**src/common/pae_pkg.sv**
```systemverilog
// Constants for the process alarm evaluator: register map, field layout,
// alarm type codes and reset values.
// Assumes a 32-bit AHB-Lite register bus and four alarm channels.
package pae_pkg;
   // ------------------------------------------------------------
   // Register map (byte addresses, low eight address bits)
   // ------------------------------------------------------------
   localparam logic [7:0] OFS_CTRL = 8'h00;
   localparam logic [7:0] OFS_TYPE = 8'h04;
   localparam logic [7:0] OFS_ASSIGN = 8'h08;
   localparam logic [7:0] OFS_STATUS = 8'h0c;
   localparam logic [7:0] OFS_CH_BASE = 8'h10; // Four words per channel
   localparam logic [7:0] OFS_CH_END = 8'h50;
   localparam int CH_SHIFT = 4;                // Channel index from address
   localparam logic [1:0] SUB_VALUE = 2'h0;
   localparam logic [1:0] SUB_UPPER = 2'h1;
   localparam logic [1:0] SUB_LOWER = 2'h2;
   localparam logic [1:0] SUB_HYST = 2'h3;
   localparam int NUM_CH = 4;

   // ------------------------------------------------------------
   // Field layout
   // ------------------------------------------------------------
   localparam int CTRL_HC_BIT = 0;     // Heating/cooling control mode
   localparam int CTRL_SBRST_BIT = 1;  // Write 1: restart standby sequences
   localparam int TYPE_W = 5;          // One type field per channel
   localparam int SEL_W = 3;           // Control output assignment field
   localparam int ASG_C1_LSB = 0;
   localparam int ASG_C2_LSB = 4;
   localparam int ASG_AUX1_BIT = 8;    // 1: aux output 1 carries alarm 1
   localparam int STAT_SB_LSB = 4;     // Standby pending flags
   localparam logic [SEL_W-1:0] SEL_NONE = 3'h0; // Output keeps control drive
   localparam logic [SEL_W-1:0] SEL_MAX = 3'h4;

   // ------------------------------------------------------------
   // Alarm type codes
   // ------------------------------------------------------------
   localparam logic [TYPE_W-1:0] T_OFF = 5'h00;
   localparam logic [TYPE_W-1:0] T_BAND_OUT = 5'h01;
   localparam logic [TYPE_W-1:0] T_DEV_HI = 5'h02;
   localparam logic [TYPE_W-1:0] T_DEV_LO = 5'h03;
   localparam logic [TYPE_W-1:0] T_BAND_IN = 5'h04;
   localparam logic [TYPE_W-1:0] T_BAND_OUT_SB = 5'h05;
   localparam logic [TYPE_W-1:0] T_DEV_HI_SB = 5'h06;
   localparam logic [TYPE_W-1:0] T_DEV_LO_SB = 5'h07;
   localparam logic [TYPE_W-1:0] T_ABS_HI = 5'h08;
   localparam logic [TYPE_W-1:0] T_ABS_LO = 5'h09;
   localparam logic [TYPE_W-1:0] T_ABS_HI_SB = 5'h0a;
   localparam logic [TYPE_W-1:0] T_ABS_LO_SB = 5'h0b;
   localparam logic [TYPE_W-1:0] T_LOOP_BURNOUT = 5'h0c;
   localparam logic [TYPE_W-1:0] T_RATE = 5'h0d;
   localparam logic [TYPE_W-1:0] T_SP_HI = 5'h0e;
   localparam logic [TYPE_W-1:0] T_SP_LO = 5'h0f;
   localparam logic [TYPE_W-1:0] T_MV_HI = 5'h10;
   localparam logic [TYPE_W-1:0] T_MV_LO = 5'h11;
   localparam logic [TYPE_W-1:0] T_MAX = 5'h11;
   localparam logic [TYPE_W-1:0] TYPE_RST = T_DEV_HI;

   // ------------------------------------------------------------
   // Reset values
   // ------------------------------------------------------------
   localparam logic [15:0] VALUE_RST = 16'h000a;
   localparam logic [15:0] DEV_RST = 16'h0000;
   localparam logic [15:0] HYST_RST = 16'h0002;
endpackage

```
**src/rtl/pae_alarm_eval.sv**
```systemverilog
// Process alarm evaluator: four alarm channels with type select, deviation,
// absolute, set point and manipulated variable alarms, hysteresis and
// standby sequence, routed to auxiliary and control outputs.
// Assumes the measurement loop runs on clk and pulses sample_tick once per
// sampling cycle with valid process_value, set_point and MV inputs.
//
// Behaviour
// - Each alarm drives an aux output; control outputs may be assigned alarm 1..4.
// - Alarm state depends on type, alarm value, hysteresis and standby sequence.
// - Each channel has own type; code 0 keeps output off; reset type 2.
// - Loop burnout type 12 accepted only on channel 1, rejected elsewhere.
// - With heater fault detection, aux 1 carries heater alarm; alarm 1 disabled unless a control output selects it.
// - Type 1: on when process value outside set point band, limits independent.
// - Type 2: on when process value at least alarm value above set point.
// - Type 3: on when process value at least alarm value below set point.
// - Type 4: on when process value inside band around set point.
// - Types 1 and 4 use separate upper and lower deviation settings.
// - Type 5 is type 1 with standby sequence.
// - Type 6 is type 2 with standby sequence.
// - Type 7 is type 3 with standby sequence.
// - Type 8: on when process value above alarm value.
// - Type 9: on when process value below alarm value.
// - Types 10 and 11 are types 8 and 9 with standby sequence.
// - Type 13 selects the change rate alarm for the channel.
// - Type 14: on when set point above alarm value.
// - Type 15: on when set point below alarm value.
// - Type 16: on when manipulated variable above alarm value.
// - Standby suppresses alarm until value leaves alarm region then re-enters.
// - Heating/cooling: MV high checks heating output, MV low checks cooling.
// - Each channel uses its own hysteresis.
`timescale 1ns/1ps
module pae_alarm_eval import pae_pkg::*; #(
   parameter int W = 16
) (
   input wire logic clk,
   input wire logic srst,
   input wire logic hsel,
   input wire logic [31:0] haddr,
   input wire logic [1:0] htrans,
   input wire logic hwrite,
   input wire logic [2:0] hsize,
   input wire logic [31:0] hwdata,
   input wire logic hready,
   output logic hreadyout,
   output logic hresp,
   output logic [31:0] hrdata,
   input wire logic sample_tick,
   input wire logic [W-1:0] process_value,
   input wire logic [W-1:0] set_point,
   input wire logic [W-1:0] manipulated_variable,
   input wire logic [W-1:0] manipulated_variable_cool,
   input wire logic heater_fault_detection_fitted,
   input wire logic heater_alarm_in,
   input wire logic loop_burnout_alarm_in,
   input wire logic [NUM_CH-1:0] rate_alarm_in,
   input wire logic control_drive1,
   input wire logic control_drive2,
   output logic [NUM_CH-1:0] aux_out,
   output logic ctrl_out1,
   output logic ctrl_out2
);
   localparam int XW = W + 2;

   // ------------------------------------------------------------
   // State
   // ------------------------------------------------------------
   logic hreadyout_reg, hresp_reg;
   logic [31:0] hrdata_reg;
   logic acc_wr_reg;
   logic [7:0] acc_addr_reg;
   logic hc_mode_reg;
   logic [TYPE_W-1:0] type_reg [NUM_CH];
   logic [W-1:0] value_reg [NUM_CH];
   logic [W-1:0] upper_reg [NUM_CH];
   logic [W-1:0] lower_reg [NUM_CH];
   logic [W-1:0] hyst_reg [NUM_CH];
   logic [SEL_W-1:0] sel1_reg, sel2_reg;
   logic aux1_alarm_reg, hfd_reg, started_reg;
   logic [NUM_CH-1:0] alarm_reg, standby_reg;
   logic [NUM_CH-1:0] aux_reg;
   logic ctrl1_reg, ctrl2_reg;
   logic [NUM_CH-1:0] raw_next, has_sb;
   logic [31:0] rd_mux;
   logic wr_ctrl, wr_type, sb_restart, ch1_enabled;
   logic [1:0] acc_ch, rd_ch;
   logic signed [XW-1:0] pv_x, sp_x, mvh_x, mvl_x;
   logic signed [XW-1:0] val_x [NUM_CH];
   logic signed [XW-1:0] up_x [NUM_CH];
   logic signed [XW-1:0] lo_x [NUM_CH];
   logic signed [XW-1:0] hys_x [NUM_CH];

   // Sign-extend to keep set point plus deviation free of overflow
   function automatic logic signed [XW-1:0] sx(input logic [W-1:0] v);
      return signed'({{2{v[W-1]}}, v});
   endfunction

   // Upper comparison; once on, holds until a drops hysteresis below t
   function automatic logic over(input logic signed [XW-1:0] a,
         input logic signed [XW-1:0] t, input logic signed [XW-1:0] h,
         input logic st, input logic incl);
      logic r;
      r = 1'b0;
      if (st) begin
         r = (a > t - h);
      end else begin
         r = incl ? (a >= t) : (a > t);
      end
      return r;
   endfunction

   // Lower comparison, mirror image of over()
   function automatic logic under(input logic signed [XW-1:0] a,
         input logic signed [XW-1:0] t, input logic signed [XW-1:0] h,
         input logic st, input logic incl);
      logic r;
      r = 1'b0;
      if (st) begin
         r = (a < t + h);
      end else begin
         r = incl ? (a <= t) : (a < t);
      end
      return r;
   endfunction

   // ------------------------------------------------------------
   // AHB-Lite slave: zero wait states, read data latched in address phase
   // ------------------------------------------------------------
   // Reads are prepared from the address phase so hrdata comes from a flop;
   // a read issued in the data phase of a write would see the old value.
   always_ff @(posedge clk) begin
      if (srst) begin
         hreadyout_reg <= 1'b1;
         hresp_reg <= 1'b0;
         hrdata_reg <= 32'h0000_0000;
         acc_wr_reg <= 1'b0;
         acc_addr_reg <= 8'h00;
      end else begin
         hreadyout_reg <= 1'b1;
         hresp_reg <= 1'b0; // Always OKAY, unmapped included
         acc_wr_reg <= hsel && htrans[1] && hready && hwrite;
         if (hsel && htrans[1] && hready) begin
            acc_addr_reg <= haddr[7:0];
            hrdata_reg <= hwrite ? 32'h0000_0000 : rd_mux;
         end
      end
   end

   // Read decode; unmapped words read as zero
   assign rd_ch = 2'((haddr[7:0] - OFS_CH_BASE) >> CH_SHIFT);
   always_comb begin
      rd_mux = 32'h0000_0000;
      if (haddr[7:0] == OFS_CTRL) begin
         rd_mux[CTRL_HC_BIT] = hc_mode_reg;
      end else if (haddr[7:0] == OFS_TYPE) begin
         for (int n = 0; n < NUM_CH; n++) begin
            rd_mux[n*TYPE_W +: TYPE_W] = type_reg[n];
         end
      end else if (haddr[7:0] == OFS_ASSIGN) begin
         rd_mux[ASG_C1_LSB +: SEL_W] = sel1_reg;
         rd_mux[ASG_C2_LSB +: SEL_W] = sel2_reg;
         rd_mux[ASG_AUX1_BIT] = aux1_alarm_reg;
      end else if (haddr[7:0] == OFS_STATUS) begin
         rd_mux[NUM_CH-1:0] = alarm_reg;
         rd_mux[STAT_SB_LSB +: NUM_CH] = standby_reg;
      end else if (haddr[7:0] >= OFS_CH_BASE && haddr[7:0] < OFS_CH_END) begin
         unique case (haddr[3:2])
            SUB_VALUE: rd_mux[W-1:0] = value_reg[rd_ch];
            SUB_UPPER: rd_mux[W-1:0] = upper_reg[rd_ch];
            SUB_LOWER: rd_mux[W-1:0] = lower_reg[rd_ch];
            SUB_HYST: rd_mux[W-1:0] = hyst_reg[rd_ch];
         endcase
      end
   end

   // Write strobes in the data phase
   assign acc_ch = 2'((acc_addr_reg - OFS_CH_BASE) >> CH_SHIFT);
   assign wr_ctrl = acc_wr_reg && (acc_addr_reg == OFS_CTRL);
   assign wr_type = acc_wr_reg && (acc_addr_reg == OFS_TYPE);
   assign sb_restart = wr_ctrl && hwdata[CTRL_SBRST_BIT];

   // ------------------------------------------------------------
   // Configuration registers
   // ------------------------------------------------------------
   always_ff @(posedge clk) begin
      if (srst) begin
         hc_mode_reg <= 1'b0;
         for (int n = 0; n < NUM_CH; n++) begin
            type_reg[n] <= TYPE_RST;
         end
      end else begin
         if (wr_ctrl) begin
            hc_mode_reg <= hwdata[CTRL_HC_BIT];
         end
         // Out-of-range codes and burnout on channels 2..4 leave the field as is
         if (wr_type) begin
            for (int n = 0; n < NUM_CH; n++) begin
               if (hwdata[n*TYPE_W +: TYPE_W] <= T_MAX &&
                     !(n != 0 && hwdata[n*TYPE_W +: TYPE_W] == T_LOOP_BURNOUT)) begin
                  type_reg[n] <= hwdata[n*TYPE_W +: TYPE_W];
               end
            end
         end
      end
   end

   // Per-channel values: alarm value, upper and lower deviation, hysteresis
   always_ff @(posedge clk) begin
      if (srst) begin
         for (int n = 0; n < NUM_CH; n++) begin
            value_reg[n] <= VALUE_RST[W-1:0];
            upper_reg[n] <= DEV_RST[W-1:0];
            lower_reg[n] <= DEV_RST[W-1:0];
            hyst_reg[n] <= HYST_RST[W-1:0];
         end
      end else if (acc_wr_reg && acc_addr_reg >= OFS_CH_BASE && acc_addr_reg < OFS_CH_END) begin
         unique case (acc_addr_reg[3:2])
            SUB_VALUE: value_reg[acc_ch] <= hwdata[W-1:0];
            SUB_UPPER: upper_reg[acc_ch] <= hwdata[W-1:0];
            SUB_LOWER: lower_reg[acc_ch] <= hwdata[W-1:0];
            SUB_HYST: hyst_reg[acc_ch] <= hwdata[W-1:0];
         endcase
      end
   end

   // Output assignment; heater fault strap is caught just after reset release
   always_ff @(posedge clk) begin
      if (srst) begin
         sel1_reg <= SEL_NONE;
         sel2_reg <= SEL_NONE;
         aux1_alarm_reg <= 1'b1;
         hfd_reg <= 1'b0;
         started_reg <= 1'b0;
      end else begin
         if (!started_reg) begin
            started_reg <= 1'b1;
            hfd_reg <= heater_fault_detection_fitted;
            aux1_alarm_reg <= !heater_fault_detection_fitted;
         end else if (acc_wr_reg && acc_addr_reg == OFS_ASSIGN) begin
            if (hwdata[ASG_C1_LSB +: SEL_W] <= SEL_MAX) begin
               sel1_reg <= hwdata[ASG_C1_LSB +: SEL_W];
            end
            if (hwdata[ASG_C2_LSB +: SEL_W] <= SEL_MAX) begin
               sel2_reg <= hwdata[ASG_C2_LSB +: SEL_W];
            end
            aux1_alarm_reg <= hwdata[ASG_AUX1_BIT];
         end
      end
   end

   // Alarm 1 runs only when no heater alarm owns it or an output selects it
   assign ch1_enabled = !hfd_reg || aux1_alarm_reg || sel1_reg == 3'h1 ||
      sel2_reg == 3'h1;

   // ------------------------------------------------------------
   // Evaluation
   // ------------------------------------------------------------
   assign pv_x = sx(process_value);
   assign sp_x = sx(set_point);
   // Heating/cooling splits the MV alarms between the two outputs
   assign mvh_x = sx(manipulated_variable);
   assign mvl_x = hc_mode_reg ? sx(manipulated_variable_cool) : mvh_x;

   always_comb begin
      for (int n = 0; n < NUM_CH; n++) begin
         val_x[n] = sx(value_reg[n]);
         up_x[n] = sp_x + sx(upper_reg[n]);
         lo_x[n] = sp_x - sx(lower_reg[n]);
         hys_x[n] = sx(hyst_reg[n]);
      end
   end

   // Raw condition per channel, with hysteresis from the current state
   always_comb begin
      for (int n = 0; n < NUM_CH; n++) begin
         raw_next[n] = 1'b0;
         has_sb[n] = 1'b0;
         unique case (type_reg[n])
            T_BAND_OUT, T_BAND_OUT_SB: begin
               raw_next[n] = over(pv_x, up_x[n], hys_x[n], alarm_reg[n], 1'b0) ||
                  under(pv_x, lo_x[n], hys_x[n], alarm_reg[n], 1'b0);
               has_sb[n] = (type_reg[n] == T_BAND_OUT_SB);
            end
            T_BAND_IN: begin
               raw_next[n] = under(pv_x, up_x[n], hys_x[n], alarm_reg[n], 1'b1) &&
                  over(pv_x, lo_x[n], hys_x[n], alarm_reg[n], 1'b1);
            end
            T_DEV_HI, T_DEV_HI_SB: begin
               raw_next[n] = over(pv_x, sp_x + val_x[n], hys_x[n], alarm_reg[n], 1'b1);
               has_sb[n] = (type_reg[n] == T_DEV_HI_SB);
            end
            T_DEV_LO, T_DEV_LO_SB: begin
               raw_next[n] = under(pv_x, sp_x - val_x[n], hys_x[n], alarm_reg[n], 1'b1);
               has_sb[n] = (type_reg[n] == T_DEV_LO_SB);
            end
            T_ABS_HI, T_ABS_HI_SB: begin
               raw_next[n] = over(pv_x, val_x[n], hys_x[n], alarm_reg[n], 1'b0);
               has_sb[n] = (type_reg[n] == T_ABS_HI_SB);
            end
            T_ABS_LO, T_ABS_LO_SB: begin
               raw_next[n] = under(pv_x, val_x[n], hys_x[n], alarm_reg[n], 1'b0);
               has_sb[n] = (type_reg[n] == T_ABS_LO_SB);
            end
            T_LOOP_BURNOUT: raw_next[n] = loop_burnout_alarm_in;
            T_RATE: raw_next[n] = rate_alarm_in[n];
            T_SP_HI: raw_next[n] = over(sp_x, val_x[n], hys_x[n], alarm_reg[n], 1'b0);
            T_SP_LO: raw_next[n] = under(sp_x, val_x[n], hys_x[n], alarm_reg[n], 1'b0);
            T_MV_HI: raw_next[n] = over(mvh_x, val_x[n], hys_x[n], alarm_reg[n], 1'b0);
            T_MV_LO: raw_next[n] = under(mvl_x, val_x[n], hys_x[n], alarm_reg[n], 1'b0);
            default: raw_next[n] = 1'b0; // Type 0 and illegal codes stay off
         endcase
      end
   end

   // Alarm state moves only on a sampling tick, so all channels see one sample
   always_ff @(posedge clk) begin
      if (srst) begin
         alarm_reg <= '0;
      end else if (sample_tick) begin
         for (int n = 0; n < NUM_CH; n++) begin
            if (n == 0 && !ch1_enabled) begin
               alarm_reg[n] <= 1'b0;
            end else if (has_sb[n] && standby_reg[n]) begin
               alarm_reg[n] <= 1'b0;
            end else begin
               alarm_reg[n] <= raw_next[n];
            end
         end
      end
   end

   // Standby pending: armed at reset, on type change and on restart request,
   // cleared once the value has been outside the alarm region
   always_ff @(posedge clk) begin
      if (srst) begin
         standby_reg <= '1;
      end else if (wr_type || sb_restart) begin
         standby_reg <= '1;
      end else if (sample_tick) begin
         for (int n = 0; n < NUM_CH; n++) begin
            if (has_sb[n] && !raw_next[n]) begin
               standby_reg[n] <= 1'b0;
            end
         end
      end
   end

   // ------------------------------------------------------------
   // Output routing
   // ------------------------------------------------------------
   always_ff @(posedge clk) begin
      if (srst) begin
         aux_reg <= '0;
         ctrl1_reg <= 1'b0;
         ctrl2_reg <= 1'b0;
      end else begin
         aux_reg <= alarm_reg;
         if (!aux1_alarm_reg) begin
            aux_reg[0] <= heater_alarm_in;
         end
         ctrl1_reg <= (sel1_reg == SEL_NONE) ? control_drive1 :
            alarm_reg[2'(sel1_reg - 3'h1)];
         ctrl2_reg <= (sel2_reg == SEL_NONE) ? control_drive2 :
            alarm_reg[2'(sel2_reg - 3'h1)];
      end
   end

   assign hreadyout = hreadyout_reg;
   assign hresp = hresp_reg;
   assign hrdata = hrdata_reg;
   assign aux_out = aux_reg;
   assign ctrl_out1 = ctrl1_reg;
   assign ctrl_out2 = ctrl2_reg;
endmodule

```
**config.mk**
```make
export PLATFORM = sky130hd
export DESIGN_NAME = pae_alarm_eval
export DESIGN_NICKNAME = d
export VERILOG_FILES = /design/src/common/pae_pkg.sv /design/src/rtl/pae_alarm_eval.sv
export SDC_FILE = /design/constraint.sdc
export NUM_CORES = 2
export LEC_CHECK = 0
export BUFFER_PORTS_ARGS = -buffer_cell sky130_fd_sc_hd__clkbuf_2
export CORE_AREA = 5 5 322 561
export DETAILED_ROUTE_END_ITERATION = 12
export DIE_AREA = 0 0 327 566
export PLACE_DENSITY_LB_ADDON = 0.05
export SETUP_SLACK_MARGIN = 0.2
export SLEW_MARGIN = 10
export SYNTH_ARGS = -nofsm -noshare
export SYNTH_HDL_FRONTEND = slang
export SYNTH_SLANG_ARGS = --single-unit
```
**constraint.sdc**
```tcl
create_clock -name clk -period 6.8 [get_ports clk]
set_clock_uncertainty 0.15 [all_clocks]
set_input_delay 0.34 -clock clk [delete_from_list [all_inputs] [get_ports clk]]
set_output_delay 0.34 -clock clk [all_outputs]
set_load 0.01 [all_outputs]
```
After elaboration in Yosys (flattened, before gate mapping)
Memory sizes are Yosys's and may differ from the RTL's.
Cells that the tools add are included.
{ "classes": {"n_addsub": 52, "mul": 0, "n_div": 0, "n_lt_le_gt_ge": 108, "eq_ne": 85, "shifts": 0, "muxes": 153, "n_bitwise": 4, "reduce_logical": 79} }
{ "op_table": {"columns": ["cell", "n"], "rows": [
  ["> comparator 16 x 17 -> 1 bit", 16],
  ["adder 17 x 16 -> 18 bit", 12],
  ["> comparator 16 x 18 -> 1 bit", 12],
  ["less-than comparator 16 x 18 -> 1 bit", 12],
  ["subtractor 17 x 16 -> 18 bit", 12],
  ["adder 16 x 16 -> 17 bit", 12],
  ["less-than comparator 16 x 17 -> 1 bit", 12],
  ["subtractor 16 x 16 -> 17 bit", 12],
  ["> comparator 16 bit", 12],
  ["equality test 5 x 4 -> 1 bit (second input constant)", 35],
  [">= comparator 16 x 17 -> 1 bit", 8],
  ["less-or-equal comparator 16 x 17 -> 1 bit", 8],
  ["less-than comparator 16 bit", 8],
  ["two-way mux 1 bit", 119],
  ["two-way mux 16 bit", 6],
  ["equality test 5 x 3 -> 1 bit (second input constant)", 16],
  ["less-than comparator 18 x 16 -> 1 bit", 4],
  ["less-than comparator 18 x 17 -> 1 bit", 4],
  ["case mux 16 bit (4 select lines)", 1],
  ["OR reduction 16 bit", 4],
  ["case mux 1 bit (12 select lines)", 4],
  ["OR reduction 2 bit", 21],
  ["equality test 5 x 2 -> 1 bit (second input constant)", 8],
  ["equality test 5 bit (second input constant)", 8],
  ["34 further kinds", 115]
]} }
{ "totals": {"regBits": 65, "latchBits": 0, "mem_bits_rw": 276, "romBits": 0, "input_bits": 148, "out_inout_bits": 40, "wordCells": 503, "n_memories": 5} }
{ "memory_table": {"columns": ["name", "depth", "width", "read_ports", "rd_clocked_by_memory_dff", "write_ports", "line_no", "rtl"], "rows": [
  ["hyst_reg", 4, 16, 5, 0, 4, "pae_alarm_eval.sv:76", "logic [W-1:0] hyst_reg [NUM_CH];"],
  ["lower_reg", 4, 16, 5, 0, 4, "pae_alarm_eval.sv:75", "logic [W-1:0] lower_reg [NUM_CH];"],
  ["upper_reg", 4, 16, 5, 0, 4, "pae_alarm_eval.sv:74", "logic [W-1:0] upper_reg [NUM_CH];"],
  ["value_reg", 4, 16, 5, 0, 4, "pae_alarm_eval.sv:73", "logic [W-1:0] value_reg [NUM_CH];"],
  ["type_reg", 4, 5, 4, 0, 4, "pae_alarm_eval.sv:72", "logic [TYPE_W-1:0] type_reg [NUM_CH];"]
]} }

Logic depth before layout (Yosys ltp)
An unclocked memory read counts as a cell.
{ "depth": {"ltp_word": 11, "mapped_depth": 32, "depth_no_buf": 32} }

Worst setup path before layout
No wires, ideal clock.
{ "synth_timing": {"kind": "input port to flip-flop", "start": "input port set_point[1]", "end": "register standby_reg[1]", "setup_ns": 0.143, "t_arrival_ns": 5.780, "required_time_ns": 6.507, "path_slack_ns": 0.727, "cell_stages": 26, "path_buffers": 0, "cell_sequence": "inv_1 -> fa_1 -> nor2b_1 -> o21ai_0 -> a21boi_0 -> o21ai_0 -> a21oi_1 -> a211oi_1 -> o21bai_1 -> a21o_1 -> a2111o_1 -> o311a_1 -> ha_1 -> inv_1 -> nor3_1 -> a21oi_1 -> o211ai_1 -> a21boi_0 -> ha_1 -> and4_1 -> a221oi_1 -> o21ai_0 -> xnor2_1 -> a311o_1 -> a2111oi_2 -> a41oi_1"} }
{ "synth_via": {"elab_chain_cells": 10, "elab_cells_between_ends": 44, "cone_classes": "10 x add/sub; 16 x order compare; 13 x mux; 5 x reduce/logical"} }
{ "synth_rtl": {"columns": ["element", "line_no", "rtl"], "rows": [
  ["start: declaration", "pae_alarm_eval.sv:49", "input wire logic [W-1:0] set_point,"],
  ["adder 16 x 16 -> 17 bit or subtractor 16 x 16 -> 17 bit (tied branches)", "pae_alarm_eval.sv:266, pae_alarm_eval.sv:267", null],
  ["adder 17 x 16 -> 18 bit or subtractor 17 x 16 -> 18 bit (tied branches)", "pae_alarm_eval.sv:118, pae_alarm_eval.sv:104", null],
  ["less-than comparator 16 x 18 -> 1 bit or > comparator 16 x 18 -> 1 bit (tied branches)", "pae_alarm_eval.sv:118, pae_alarm_eval.sv:104", null],
  ["two-way mux 1 bit, on equally long branches", "pae_alarm_eval.sv:117, pae_alarm_eval.sv:103", null],
  ["two-way mux 1 bit", "pae_alarm_eval.sv:277", "unique case (type_reg[n])"],
  ["logical AND 1 bit or logical OR 1 bit (tied branches)", "pae_alarm_eval.sv:284, pae_alarm_eval.sv:279", null],
  ["case mux 1 bit (12 select lines) *", "pae_alarm_eval.sv:277", null],
  ["logical NOT 1 bit *", "pae_alarm_eval.sv:340", "if (has_sb[n] && !raw_next[n]) begin"],
  ["logical AND 1 bit *", "pae_alarm_eval.sv:340", null],
  ["AND reduction 2 bit (no line) *", null, null],
  ["end signal: assignment", "pae_alarm_eval.sv:335", "standby_reg <= '1;"],
  ["end signal: assignment", "pae_alarm_eval.sv:337", "standby_reg <= '1;"],
  ["end signal: indexed assignment", "pae_alarm_eval.sv:341", "standby_reg[n] <= 1'b0;"],
  ["end: declaration", "pae_alarm_eval.sv:79", "logic [NUM_CH-1:0] alarm_reg, standby_reg;"]
]} }
Mark *: on every way between the ends. The rest lies on a longest branch, timed or not. The select of a mux whose other input is x is not followed.
A chain may end at the register's enable or synchronous reset.

==> results.md <==
- Status: complete, no violations
- Yosys cell types: 92
- Setup crit end kind: flip-flop
- Root Buffer: clkbuf_16
- Core Footprint: 176000 um2
- Worst Setup Start Kind: flip-flop
- Drt pass-1 iters: 8
- Arrival time of the worst setup path: 6930 ps
- Register area: 9350 um2
- DR vias/cell: 6.46
- Vias: 82800
- Least-Margin Pin Slew: 1360 ps
- Minimum clock period after layout: 6580 ps
- Leak: 44.0 nW
- Top FF cell, synth: edfxtp_1
- Global routing's busiest layer: met2
- Post-route cell area: 92200 um2
- Area of the multi-input gates: 66200 um2
- R2R Path Start: value_reg[0][0]
- Met3 Resource Use GR: 0.0954
- Min-Delay Path Class: in -> reg
- Tot GR Track Use: 0.440
- GR Layer Usage met2: 0.700
- Core Rows: 204
- Synthesized area per cell: 8.27 um2
- CP max stage delay: 420 ps
- # clock sinks: 329
- Placed Cells incl. Taps: 12700
- RR Endpoint: standby_reg[0]
- CP delay by family, top: compound AO/OA/AOI/OAI gates
- Htree depth: 2
- Power Density: 176 nW/um2
- Final-stage net count: 12800
- Clock transition at path regs: 70 ps
- Total gr overflow: 0
- Relative slew slack: 0.0892
- Final max-slew violation count: 0
- Hold endpoint: lower_reg[0][13]
- Largest net degree at the start of global routing: 60
- Final setup viols: 0
- Max clock buf depth: 3
- First-pass GRT wire length: 583000 um
- Synthesis-to-layout area growth: 17.6%
- Final count of hold timing violations: 0
- Initial core utilization: 0.446
- Synthesized area: 78400 um2
- Die Y-Extent: 566 um
- Most frequent cells in the layout: 2054 x ha_1, 1019 x buf_4, 859 x inv_1, 764 x a21oi_1, 623 x nor2_1
- Initial antenna violation count: 50
- CP Class: reg -> reg
- Ys Warns: 0
- # Max-Cap Violations: 0
- Most common cell after layout, fill and taps aside: ha_1
- Crit share post-route: 0.968
- Post-synth EDFFs: 276
- WL final: 427000 um
- Hold path depth: 2
- Crit path max fanout: 5
- Post-placement cell area: 88900 um2
- Io pins: 188
- Register area share after synthesis: 0.119
- Unrepaired setup endpoints after global routing: true
- ANT nets after route: 0
- Worst R2R Path Depth: 32
- Met1 Track Usage GR: 0.462
- Non-filler cells, final: 12800
- Maximum VDD drop: 0.000173 V
- Crit-path slowest cell: o41ai_2
- Die Wd: 327 um
- Layout cells sized above 1: 0.157
- DRT iter0 DRCs: 7559
- Die ar.: 185000 um2
- Fmax: 152 MHz
- R2r setup slk: 220 ps
- CP Buf/Inv Count: 7
- Vias in the first global route: 79900
- Synthesized netlist cell count: 9478
- Dpl hpwl: 344000 um
- # DRC: 0
- Gp weighted congestion: 1.07
- CTS Buf Count: 42
- WP data required: 7150 ps
- Yosys reg bits: 329
- WL/cell: 33.3 um
- Min-delay src: hwdata[13]
- CTS tree: yes
- Clock Latency Late Sink: 660 ps
- Filler instances: 16900
- Asr flop ratio synth: 0
- Port Buffers: 133
==> kinds of logic after synthesis <==
kind of cell             synth area share
other                           0.0000958
multiplexers                       0.0303
AO/OA/AOI/OAI                       0.211
XOR/XNOR                           0.0748
flip-flops                          0.119
AND/OR/NAND/NOR                     0.167
buffers and inverters              0.0539
adder cells (fa/ha/maj)             0.344
==> timing repair <==
item                                    CTS  global route
endpoints found under the setup margin    6             8
pin swaps                                13           117
gates resized for setup                  46           228
hold endpoints to repair                 16             0
hold buffers                             15             0
setup buffers                             7            31
==> worst register-to-register path: cells and delay by family (launching register included) <==
family,cells,cell delay (ps)
AOI/OAI and AO/OA,14,2520
xor gates and xnor gates,1,270
adders and majority gates,4,1170
buffers and inverters,7,990
DFF,1,370
and+or+nand+nor,6,990
==> synthesized netlist by cell type (113+ instances only) <==
cell,count,area (um2)
nor3_1,289,1450
inv_1,868,3260
a21o_1,284,2130
and2_1,144,901
xor2_1,198,1730
a21oi_1,799,4000
nor2b_1,164,1030
nand4_1,183,1140
xnor2_1,472,4130
nand2_1,427,1600
clkbuf_1,191,717
nor2_1,629,2360
a211oi_1,113,848
edfxtp_1,276,8290
nand2b_1,145,907
nand3_1,234,1170
ha_1,2076,26000
o21bai_1,149,1120
o21ai_0,406,2030
==> metrics by stage <==
| stage | total power [mW] | hold WS [ps] | util | worst slack [ps] | TNS, ps |
|---|---|---|---|---|---|
| 3_5_place_dp | 13.3 | 302 | 0.506 | -590 | -2780 |
| 5_1_grt | 17.4 | 69.4 | 0.524 | -60.2 | -60.2 |
| 2_1_floorplan | 9.21 | 286 | - | 727 | 0 |
| 6_report | 16.3 | 70.8 | 0.524 | 220 | 0 |
| 4_1_cts | 15.8 | 34.0 | 0.516 | 197 | 0 |
| 3_3_place_gp | 13.1 | 296 | 0.506 | -603 | -2560 |
==> layout make-up <==
class / instances / share of cell area
multi-input cells: 8055 / 0.718
diodes: 41 / 0.00111
flip-flops and latches: 329 / 0.101
inverters: 869 / 0.0355
clock buffers: 46 / 0.0116
clock inverters: 30 / 0.00366
well taps: 2266 / 0.0308
repair buffers: 1185 / 0.0980
==> layer usage <==
layer / wire, um / vias up / share of wire
met1: 145000 / 39500 / 0.34
li1: - / 37100 / -
met5: 66 / - / 0.00015
met2: 188000 / 4410 / 0.44
met4: 58800 / 10 / 0.14
met3: 35000 / 1784 / 0.082
==> where the power goes <==
part | switching, mW | internal [mW]
clock network | 1.11 | 1.35
logic | 6.58 | 4.87
registers | 0.108 | 2.24
==> worst max path at each step <==
stage | cells past startpoint | to | startpoint | slack, ps
6_report | 32 | standby_reg[0] | value_reg[0][0] | 220
3_5_place_dp | 34 | standby_reg[0] | set_point[0] | -590
5_1_grt | 34 | standby_reg[0] | value_reg[0][0] | -60
2_1_floorplan | 26 | standby_reg[1] | set_point[1] | 730
4_1_cts | 32 | standby_reg[0] | value_reg[0][0] | 200
3_3_place_gp | 35 | standby_reg[0] | set_point[0] | -600
Power figures use the tool's default switching activity.
